--- config.mk ---
export PLATFORM = sky130hd
export DESIGN_NAME = flash_access_guard
export DESIGN_NICKNAME = d
export VERILOG_FILES = /design/src/rtl/fag_pkg.sv /design/src/rtl/fag_os_if.sv /design/src/rtl/fag_one_shot.sv /design/src/rtl/flash_access_guard.sv
export SDC_FILE = /design/constraint.sdc
export NUM_CORES = 1
export LEC_CHECK = 0
export ABC_AREA = 1
export BUFFER_PORTS_ARGS = -buffer_cell sky130_fd_sc_hd__buf_2
export CAP_MARGIN = 25
export CORE_ASPECT_RATIO = 1.1
export CORE_MARGIN = 5
export CORE_UTILIZATION = 45
export CTS_CLUSTER_SIZE = 24
export DETAILED_ROUTE_END_ITERATION = 12
export HOLD_SLACK_MARGIN = 0.06
export PLACE_DENSITY_LB_ADDON = 0.1
export SYNTH_ARGS = -nofsm -noshare
export SYNTH_HDL_FRONTEND = slang
export SYNTH_SLANG_ARGS = --single-unit
--- constraint.sdc ---
create_clock -name clk_in -period 1.8 [get_ports clk_in]
set_clock_uncertainty 0.15 [all_clocks]
set_input_delay 0.09 -clock clk_in [delete_from_list [all_inputs] [get_ports clk_in]]
set_output_delay 0.09 -clock clk_in [all_outputs]
set_load 0.05 [all_outputs]
--- src/rtl/fag_pkg.sv ---
// package: constants and types for the flash access guard
package fag_pkg;
  localparam int          ADDR_W          = 16;
  localparam int          PAGE_BYTES      = 1024;
  localparam int          PAGE_SHIFT      = 10;
  localparam int          ROW_BYTES       = 128;
  localparam int          ROW_SHIFT       = 7;
  localparam int          NUM_PAGES       = 64;
  localparam logic [5:0]  LOCK_PAGE       = 6'h3e;
  localparam logic [15:0] LOCK_BYTE_ADDR  = 16'hfbff;
  localparam logic [5:0]  RSVD_PAGE       = 6'h3f;
  localparam logic [15:0] PART_ID_ADDR    = 16'hfffe;
  localparam logic [7:0]  LOCK_BYTE_ERASED = 8'hff;
  localparam int          OS_TIME_NS      = 20;
  localparam int          CLK_PERIOD_NS   = 10;
  localparam int          OS_CYCLES       = (OS_TIME_NS + CLK_PERIOD_NS - 1) / CLK_PERIOD_NS;
  localparam logic [3:0]  OS_CYCLES_W     = 4'(OS_CYCLES);
  localparam int          OS_MAX_MHZ      = 10;
  typedef enum {ST_IDLE, ST_ERASE, ST_DONE} fag_state_t;
  typedef enum logic [1:0] {OP_READ = 2'h0, OP_WRITE = 2'h1, OP_ERASE = 2'h2} fag_op_t;
endpackage

--- src/rtl/fag_os_if.sv ---
// interface: access strobe to sense-amp one-shot
interface fag_os_if;
  logic access;
  logic bypass;
  logic sense_en;
  modport guard (output access, output bypass, input sense_en);
  modport shot  (input access, input bypass, output sense_en);
endinterface

--- src/rtl/fag_one_shot.sv ---
// sense-amp enable one-shot with bypass
module fag_one_shot
  import fag_pkg::*;
(
  input  wire logic clk_in,
  input  wire logic srst_in,
  fag_os_if.shot    os
);
  logic [3:0] cnt_reg;
  logic [3:0] cnt_next;
  logic       en_reg;
  logic       en_next;

  always_comb begin
    cnt_next = cnt_reg;
    en_next  = en_reg;
    if (os.bypass) begin
      // bypassed: enable follows the access
      en_next  = os.access;
      cnt_next = 4'h0;
    end else if (os.access) begin
      en_next  = 1'b1;
      cnt_next = OS_CYCLES_W - 4'h1;
    end else if (cnt_reg != 4'h0) begin
      cnt_next = cnt_reg - 4'h1;
    end else begin
      en_next = 1'b0;
    end
  end

  always_ff @(posedge clk_in) begin
    if (srst_in) begin
      cnt_reg <= 4'h0;
      en_reg  <= 1'b0;
    end else begin
      cnt_reg <= cnt_next;
      en_reg  <= en_next;
    end
  end

  assign os.sense_en = en_reg;

  AST_OS_FIRE: assert property (@(posedge clk_in) disable iff (srst_in)
    os.access |=> en_reg) else $error("sense enable missing after access");
  AST_OS_BYPASS: assert property (@(posedge clk_in) disable iff (srst_in)
    os.bypass && !os.access |=> !en_reg) else $error("sense enable held in bypass");
endmodule // fag_one_shot

--- src/rtl/flash_access_guard.sv ---
// top: flash access protection guard
// Operation
// - reserved area refused to debug port; firmware access causes error reset
// - error reset sets flash error flag, reading 1 afterwards
// - debug device erase wipes pages 0 through the lock page, reserved page excluded, unlocking all
// - forbidden debug-port operations are ignored, never reset
// - any locked page also locks the lock-byte page
// - written lock byte is frozen until debug device erase
// - new lock byte takes effect only at next reset
// - scratchpad locked only when all other pages locked
// - device erase also erases scratchpad
// - part id byte readable at fixed code address
// - firmware modify with supply monitor or its enable off gives error reset
// - power-on reset turns supply monitor and its enable on
// - interrupts pending during flash operation stay pending
// - one-shot gives minimum sense enable per access
// - one-shot active after reset; skip bit bypasses it
// - flash organised in 128-byte rows; row change flagged
// - locked pages from zero equal ones complement of lock byte
// - erase needs write and erase enables; write needs write enable
// - protection and erase work on 1024-byte pages
module flash_access_guard
  import fag_pkg::*;
(
  input  wire logic        clk_in,
  input  wire logic        srst_in,
  input  wire logic        por_in,
  input  wire logic        fw_req_in,
  input  wire logic [1:0]  fw_op_in,
  input  wire logic [15:0] fw_addr_in,
  input  wire logic [15:0] fw_pc_in,
  input  wire logic        fw_scratch_in,
  input  wire logic        flash_write_enable_bit_in,
  input  wire logic        flash_erase_enable_bit_in,
  input  wire logic        vmon_en_in,
  input  wire logic        vmon_rst_en_in,
  input  wire logic        vmon_wr_in,
  input  wire logic        vmon_en_wr_in,
  input  wire logic        vmon_rst_en_wr_in,
  input  wire logic        dbg_req_in,
  input  wire logic [1:0]  dbg_op_in,
  input  wire logic [15:0] dbg_addr_in,
  input  wire logic        debug_port_device_erase_in,
  input  wire logic [7:0]  lock_byte_in,
  input  wire logic        skip_bit_in,
  input  wire logic        irq_in,
  input  wire logic        rst_src_wr_in,
  output logic             permit_out,
  output logic             dbg_permit_out,
  output logic             flash_error_reset_out,
  output logic             flash_error_flag_out,
  output logic             vmon_en_out,
  output logic             vmon_rst_en_out,
  output logic             page_erase_out,
  output logic             byte_write_out,
  output logic             erase_all_out,
  output logic             lock_wr_out,
  output logic             part_id_read_out,
  output logic             sense_en_out,
  output logic             row_change_out,
  output logic             irq_pending_out,
  output logic             busy_out,
  output logic [7:0]       lock_eff_out
);
  // ==========================================================
  // lock state
  logic [7:0]  lock_eff_reg;
  logic [7:0]  lock_eff_next;
  logic        lock_written_reg;
  logic        lock_written_next;
  logic [6:0]  nlocked;
  logic        any_locked;
  logic        all_locked;
  logic        vmon_en_reg;
  logic        vmon_en_next;
  logic        vmon_rst_en_reg;
  logic        vmon_rst_en_next;

  always_comb begin
    nlocked    = {1'b0, ~lock_eff_reg[5:0]} | (lock_eff_reg[7:6] != 2'h3 ? 7'h40 : 7'h00);
    any_locked = (lock_eff_reg != LOCK_BYTE_ERASED);
    all_locked = (nlocked >= 7'(LOCK_PAGE));
  end

  function automatic logic page_locked(input logic [15:0] a, input logic scr);
    logic [5:0] pg;
    pg = a[15:PAGE_SHIFT];
    if (scr) return all_locked;
    if (pg == LOCK_PAGE) return any_locked;
    return ({1'b0, pg} < nlocked);
  endfunction

  // ==========================================================
  // decisions
  logic        fw_modify;
  logic        fw_bad;
  logic        dbg_ok;
  logic        tgt_lk;
  logic        pc_lk;
  logic        erase_op;
  logic        write_op;
  always_comb begin
    erase_op  = fw_op_in == OP_ERASE;
    write_op  = fw_op_in == OP_WRITE;
    tgt_lk    = page_locked(fw_addr_in, fw_scratch_in);
    pc_lk     = page_locked(fw_pc_in, 1'b0);
    fw_modify = fw_req_in && (erase_op || write_op);
    fw_bad    = 1'b0;
    if (fw_req_in) begin
      if (!fw_scratch_in && fw_addr_in[15:PAGE_SHIFT] == RSVD_PAGE
          && !(fw_op_in == OP_READ && fw_addr_in == PART_ID_ADDR))
        fw_bad = 1'b1;
      if (tgt_lk && !pc_lk) fw_bad = 1'b1;
      if (erase_op && !fw_scratch_in && fw_addr_in[15:PAGE_SHIFT] == LOCK_PAGE)
        fw_bad = 1'b1;
      if (write_op && !fw_scratch_in && fw_addr_in == LOCK_BYTE_ADDR && lock_written_reg)
        fw_bad = 1'b1;
      if (fw_modify && !(vmon_en_reg && vmon_rst_en_reg)) fw_bad = 1'b1;
      if (erase_op && !(flash_write_enable_bit_in && flash_erase_enable_bit_in))
        fw_bad = 1'b1;
      if (write_op && !flash_write_enable_bit_in) fw_bad = 1'b1;
    end
    dbg_ok = dbg_req_in && dbg_addr_in[15:PAGE_SHIFT] != RSVD_PAGE
             && !page_locked(dbg_addr_in, 1'b0)
             && !(dbg_op_in == OP_ERASE && dbg_addr_in[15:PAGE_SHIFT] == LOCK_PAGE && any_locked)
             && !(dbg_op_in == OP_WRITE && dbg_addr_in == LOCK_BYTE_ADDR && lock_written_reg);
  end

  // ==========================================================
  // supply monitor enables and error flag
  logic        ferr_reg;
  logic        ferr_next;
  logic        flash_error_reset_reg;
  logic        flash_error_reset_next;
  always_comb begin
    vmon_en_next     = vmon_en_reg;
    vmon_rst_en_next = vmon_rst_en_reg;
    if (vmon_en_wr_in) vmon_en_next = vmon_en_in;
    if (vmon_rst_en_wr_in) vmon_rst_en_next = vmon_rst_en_in;
    if (vmon_wr_in) begin
      vmon_en_next     = vmon_en_in;
      vmon_rst_en_next = vmon_rst_en_in;
    end
    ferr_next = ferr_reg;
    if (rst_src_wr_in) ferr_next = 1'b0;
    flash_error_reset_next = fw_bad;
    if (fw_bad) ferr_next = 1'b1;
  end

  // ==========================================================
  // erase sequencer and lock capture
  fag_state_t  st_reg;
  fag_state_t  st_next;
  logic [5:0]  pg_reg;
  logic [5:0]  pg_next;
  logic        pe_reg;
  logic        pe_next;
  logic        bw_reg;
  logic        bw_next;
  logic        ea_reg;
  logic        ea_next;
  logic        lw_reg;
  logic        lw_next;
  logic        pid_reg;
  logic        pid_next;
  logic        dp_reg;
  logic        dp_next;
  logic        pm_reg;
  logic        pm_next;
  logic        irq_reg;
  logic        irq_next;
  logic [8:0]  row_reg;
  logic [8:0]  row_next;
  logic        rc_reg;
  logic        rc_next;
  logic        busy_reg;
  logic        busy_next;
  always_comb begin
    st_next = st_reg;
    pg_next = pg_reg;
    ea_next = 1'b0;
    lock_eff_next     = lock_eff_reg;
    lock_written_next = lock_written_reg;
    pm_next  = fw_req_in && !fw_bad;
    dp_next  = dbg_ok;
    pe_next  = fw_req_in && !fw_bad && erase_op;
    bw_next  = fw_req_in && !fw_bad && write_op;
    lw_next  = 1'b0;
    pid_next = fw_req_in && fw_op_in == OP_READ && fw_addr_in == PART_ID_ADDR;
    if (fw_req_in && !fw_bad && write_op && !fw_scratch_in && fw_addr_in == LOCK_BYTE_ADDR) begin
      lw_next = 1'b1;
      lock_written_next = 1'b1;
    end
    if (dbg_ok && dbg_op_in == OP_WRITE && dbg_addr_in == LOCK_BYTE_ADDR) begin
      lw_next = 1'b1;
      lock_written_next = 1'b1;
    end
    case (st_reg)
      ST_IDLE: begin
        if (debug_port_device_erase_in) begin
          st_next = ST_ERASE;
          pg_next = 6'h00;
        end
      end
      ST_ERASE: begin
        ea_next = 1'b1;
        pg_next = pg_reg + 6'h01;
        if (pg_reg == LOCK_PAGE) st_next = ST_DONE;
      end
      ST_DONE: begin
        ea_next = 1'b1; // scratchpad pass
        lock_eff_next     = LOCK_BYTE_ERASED;
        lock_written_next = 1'b0;
        st_next = ST_IDLE;
      end
      default: st_next = ST_IDLE;
    endcase
    irq_next = (irq_reg || irq_in) && (fw_modify || st_reg != ST_IDLE || irq_in);
    row_next = fw_req_in ? fw_addr_in[15:ROW_SHIFT] : row_reg;
    rc_next  = fw_req_in && fw_addr_in[15:ROW_SHIFT] != row_reg;
    busy_next = st_next != ST_IDLE;
  end

  always_ff @(posedge clk_in) begin
    if (srst_in) begin
      lock_eff_reg     <= lock_byte_in;
      lock_written_reg <= lock_byte_in != LOCK_BYTE_ERASED;
      st_reg  <= ST_IDLE;
      pg_reg  <= 6'h00;
      pe_reg  <= 1'b0;
      bw_reg  <= 1'b0;
      ea_reg  <= 1'b0;
      lw_reg  <= 1'b0;
      pid_reg <= 1'b0;
      dp_reg  <= 1'b0;
      pm_reg  <= 1'b0;
      irq_reg <= 1'b0;
      row_reg <= 9'h000;
      rc_reg  <= 1'b0;
      busy_reg <= 1'b0;
      flash_error_reset_reg <= 1'b0;
      if (por_in) begin
        vmon_en_reg     <= 1'b1;
        vmon_rst_en_reg <= 1'b1;
        ferr_reg        <= 1'b0;
      end else begin
        ferr_reg <= ferr_reg | flash_error_reset_reg;
      end
    end else begin
      lock_eff_reg     <= lock_eff_next;
      lock_written_reg <= lock_written_next;
      st_reg  <= st_next;
      pg_reg  <= pg_next;
      pe_reg  <= pe_next;
      bw_reg  <= bw_next;
      ea_reg  <= ea_next;
      lw_reg  <= lw_next;
      pid_reg <= pid_next;
      dp_reg  <= dp_next;
      pm_reg  <= pm_next;
      irq_reg <= irq_next;
      row_reg <= row_next;
      rc_reg  <= rc_next;
      busy_reg <= busy_next;
      flash_error_reset_reg <= flash_error_reset_next;
      vmon_en_reg     <= vmon_en_next;
      vmon_rst_en_reg <= vmon_rst_en_next;
      ferr_reg        <= ferr_next;
    end
  end

  // ==========================================================
  // one-shot
  fag_os_if os_if ();
  logic se_reg;
  assign os_if.access = fw_req_in || dbg_req_in;
  assign os_if.bypass = skip_bit_in;
  fag_one_shot u_os (.clk_in(clk_in), .srst_in(srst_in), .os(os_if.shot));
  always_ff @(posedge clk_in) begin
    if (srst_in) se_reg <= 1'b0;
    else se_reg <= os_if.sense_en;
  end

  assign permit_out            = pm_reg;
  assign dbg_permit_out        = dp_reg;
  assign flash_error_reset_out = flash_error_reset_reg;
  assign flash_error_flag_out  = ferr_reg;
  assign vmon_en_out           = vmon_en_reg;
  assign vmon_rst_en_out       = vmon_rst_en_reg;
  assign page_erase_out        = pe_reg;
  assign byte_write_out        = bw_reg;
  assign erase_all_out         = ea_reg;
  assign lock_wr_out           = lw_reg;
  assign part_id_read_out      = pid_reg;
  assign sense_en_out          = se_reg;
  assign row_change_out        = rc_reg;
  assign irq_pending_out       = irq_reg;
  assign busy_out              = busy_reg;
  assign lock_eff_out          = lock_eff_reg;

  AST_RSVD_FLASH_ERROR_RESET: assert property (@(posedge clk_in) disable iff (srst_in)
    fw_req_in && !fw_scratch_in && fw_addr_in[15:10] == RSVD_PAGE
    && !(fw_op_in == OP_READ && fw_addr_in == PART_ID_ADDR) |=> flash_error_reset_reg)
    else $error("reserved access without error reset");
  AST_FLAG_SET: assert property (@(posedge clk_in) disable iff (srst_in)
    fw_bad |=> ferr_reg) else $error("error flag not set");
  AST_DBG_NORST: assert property (@(posedge clk_in) disable iff (srst_in)
    !fw_req_in |=> !flash_error_reset_reg) else $error("debug access caused reset");
  AST_ERASE_UNLOCK: assert property (@(posedge clk_in) disable iff (srst_in)
    st_reg == ST_DONE |=> lock_eff_reg == 8'hff && !lock_written_reg)
    else $error("device erase left lock");
  AST_LOCKPG: assert property (@(posedge clk_in) disable iff (srst_in)
    any_locked |-> page_locked(LOCK_BYTE_ADDR, 1'b0)) else $error("lock page open");
  AST_LOCK_HOLD: assert property (@(posedge clk_in) disable iff (srst_in)
    st_reg != ST_DONE |=> $stable(lock_eff_reg)) else $error("lock changed early");
  AST_VMON: assert property (@(posedge clk_in) disable iff (srst_in)
    fw_modify && !vmon_en_reg |=> flash_error_reset_reg) else $error("monitor off modify allowed");
  AST_ERASE_EN: assert property (@(posedge clk_in) disable iff (srst_in)
    page_erase_out |-> $past(flash_erase_enable_bit_in) && $past(flash_write_enable_bit_in))
    else $error("erase without enables");
  AST_SCR: assert property (@(posedge clk_in) disable iff (srst_in)
    !all_locked |-> !page_locked(16'h0000, 1'b1)) else $error("scratchpad locked");

  // ==========================================================
  // reset, refusal and sweep checks
  AST_FLAG_KEEP: assert property (@(posedge clk_in)
    srst_in && !por_in && (ferr_reg || flash_error_reset_reg) |=> ferr_reg)
    else $error("error flag lost in reset");
  AST_POR_VMON: assert property (@(posedge clk_in)
    srst_in && por_in |=> vmon_en_reg && vmon_rst_en_reg)
    else $error("monitor enables off after power-on reset");
  AST_DBG_RSVD: assert property (@(posedge clk_in) disable iff (srst_in)
    dbg_req_in && dbg_addr_in[15:10] == RSVD_PAGE |=> !dp_reg)
    else $error("reserved area open to debug port");
  AST_SWEEP_END: assert property (@(posedge clk_in) disable iff (srst_in)
    st_reg == ST_DONE |=> ea_reg) else $error("scratchpad pass missing");
  AST_WRITE_EN: assert property (@(posedge clk_in) disable iff (srst_in)
    byte_write_out |-> $past(flash_write_enable_bit_in))
    else $error("write without enable");
  AST_PID_READ: assert property (@(posedge clk_in) disable iff (srst_in)
    fw_req_in && fw_op_in == OP_READ && fw_addr_in == PART_ID_ADDR && !(tgt_lk && !pc_lk)
    |=> !flash_error_reset_reg) else $error("part id read refused");
endmodule // flash_access_guard
==> metrics.txt <==
fin util 66.1%; top cells by count, synth nand2_1 (75), nor2_1 (73), dfxtp_1 (64); Crit path buffers/inverters 2; Post-synth EDFFs 12; Ports 100; pre-CTS setup slack -225 ps; Area contributors post-synth dfxtp_1 (37%), edfxtp_1 (10%), nand2_1 (8.1%); DR vias about 3300; post-synthesis cell count roughly 430; max reg flops 32; DIE HEIGHT 102 µm; crit path launch lock_eff_out[2]$_SDFFCE_PN1P_; DRT antenna net count 0; global-route wire length before repair approximately 15000 µm; Core Footprint between 7000 and 8000 µm²; number of global-route vias before repair around 3300; Post-DP Area 4260 µm²; initial antenna violation count 0; power density cells 768 nW/µm²; share of cells above drive strength 1 27.1%; Final Critical Period 2000 ps; Worst setup EP type flop; Nets 716; Slew Limit Fails 0; Max Cap Violations 0; Vias per Instance around 4.6; pin count of the biggest net entering global routing 19; CTS clk-pin slew, worst paths 80 ps; tightest hold margin just over 70 ps; IO buf count slightly below 90; area fraction of the dominant cell type after synthesis 37.0%; critical path, cell by cell buf_6 -> ha_4 -> a21oi_1 -> nand2_1 -> nand2_1 -> nand3_2 -> nand2_1 -> nand2_2 -> nand2_2 -> inv_2 -> o21ai_2; mapped cell area approximately 3500 µm²; critical hold path startpoint dbg_addr_in[6]; CP startpoint kind flop; DRT Pass-1 Iters 4; TritonCTS Buffers 9; final WL roughly 8800 µm; Seq/Total Area, Yosys 47.4%; crit path kind reg2reg; Overall Power 3800 µW; ys flop type dfxtp_1; Initial Util a little under half; post-route setup slack -200 ps; clock root cell clkbuf_8; Die Span X ~94 µm; Critical Path AT about 1900 ps; most common cell in the netlist nand2_1; status finished with violations; asr flop ratio synth 0%; critical path's slowest cell edfxtp_1; clk_lat worst skew 350 ps; Post-Layout Inst Area roughly 5000 µm²; Clock Sinks between 70 and 80; # diodes 0; total grt overflow 0; cell family with most CP delay flip-flops; CTS tree done; syn avg cell area about 8 µm²; worst hold path type in2reg; post-synth cell types 32; DR WL/cell approximately 12 µm; DIE AREA ~9600 µm²; register bit total from synthesis 76; critical path's largest stage delay ~500 ps; total track usage between 10% and 20%; FP Rows 33; Worst path most repeated cell nand2_1; Residual DRC 0; number of H-tree levels 3; initial DRC count 160; RSZ-0062 raised after global routing yes; Max VDD drop between 0.0006 and 0.0007 V; crit-path max FO 3; Area growth, synth to finish 42.7%; Hold Vio Cnt, Final 0; static leakage around 0.0024 µW; Synth Warn # 0; fmax 500 MHz; failing checks setup timing; maximum root-to-sink buffer count 2; RD Place Congestion ~0.84; post-DP HPWL roughly 6300 µm; reg-to-reg startpoint lock_eff_out[2]$_SDFFCE_PN1P_; Req. time, crit path 1720 ps; Yosys top cell by area dfxtp_1; Final Cycle Share 111%; Final setup viols 7
-- final timing paths --
kind                                                        to  slack, ps  depth (start not counted)
worst min-delay path                    lock_wr_out$_SDFF_PP0_         70                          5
worst min register to register         sense_en_out$_SDFF_PP0_        290                          2
worst max-delay path            flash_error_flag_out$_DFFE_PP_       -200                         11
worst max register to register  flash_error_flag_out$_DFFE_PP_       -200                         11
-- metrics by stage --
stage	setup TNS [ps]	cells
after floorplan	-1630	462
after global placement	-460	666
final	-1110	726
after detailed placement	-653	666
after global routing	-1990	726
after CTS	-762	721
-- cell type report --
class	instances	area [µm²]
Clock buffer	9	124
Inverter	53	199
Tap cell	105	131
Sequential cell	76	1640
Fill cell	655	2530
Timing Repair Buffer	149	1010
Multi-Input combinational cell	328	1770
Clock inverter	6	63.8
-- metal layers --
| metal | part of all wire (%) | vias to the layer above | global-route usage [%] |
|---|---|---|---|
| li1 | - | 1738 | - |
| met1 | 40 | 1497 | 21.4 |
| met2 | 53 | 90 | 36.0 |
| met3 | 4.7 | 24 | 4.05 |
| met4 | 2.6 | 0 | 8.11 |
| met5 | 0 | - | 0 |
-- layout by cell type (no fill, tap or decap), drive strengths merged, types with 3 or more instances in the layout --
master and count:
buf 110, nand2 79, nor2 76, dfxtp 64, inv 55, dlygate4sd3 39
conb 30, nand3 26, a21oi 26, o21ai 22, ha 22, edfxtp 12
or2 12, nor3 11, clkbuf 9, nand4 7, xor2 6, xnor2 3
clkinv 3
-- tightest hold or removal path, cell delays in order --
cell and delay (ps):
buf_2 100, nand4_1 60, nor3_1 60, nand4_1 140
a21oi_1 80
-- power breakdown --
| part | internal [µW] | switching (µW) |
|---|---|---|
| Clock | 636 | 626 |
| Sequential | 1810 | 41.4 |
| Combinational | 287 | 391 |
| Total | 2740 | 1060 |
-- kinds of logic (layout without fill, tap and decap cells) --
family,Yosys count,count (layout),share of synthesized area [%]
and+or+nand+nor,214,214,27.8
DFF,76,76,47.4
buffers and inverters,58,217,6.29
AOI/OAI and AO/OA,53,53,8.20
adders and majority gates,22,22,7.95
xor gates and xnor gates,9,9,2.28
other,1,30,0.108
-- what timing repair did --
| action | CTS | global route |
|---|---|---|
| pin swaps | 4 | 5 |
| gates resized for setup | 3 | 13 |
| hold buffers | 39 | 0 |
| buffers inserted | 1 | 5 |
| hold endpoints to repair | 46 | 0 |
| setup endpoints to repair | 6 | 19 |
Power figures use the tool's default switching activity.
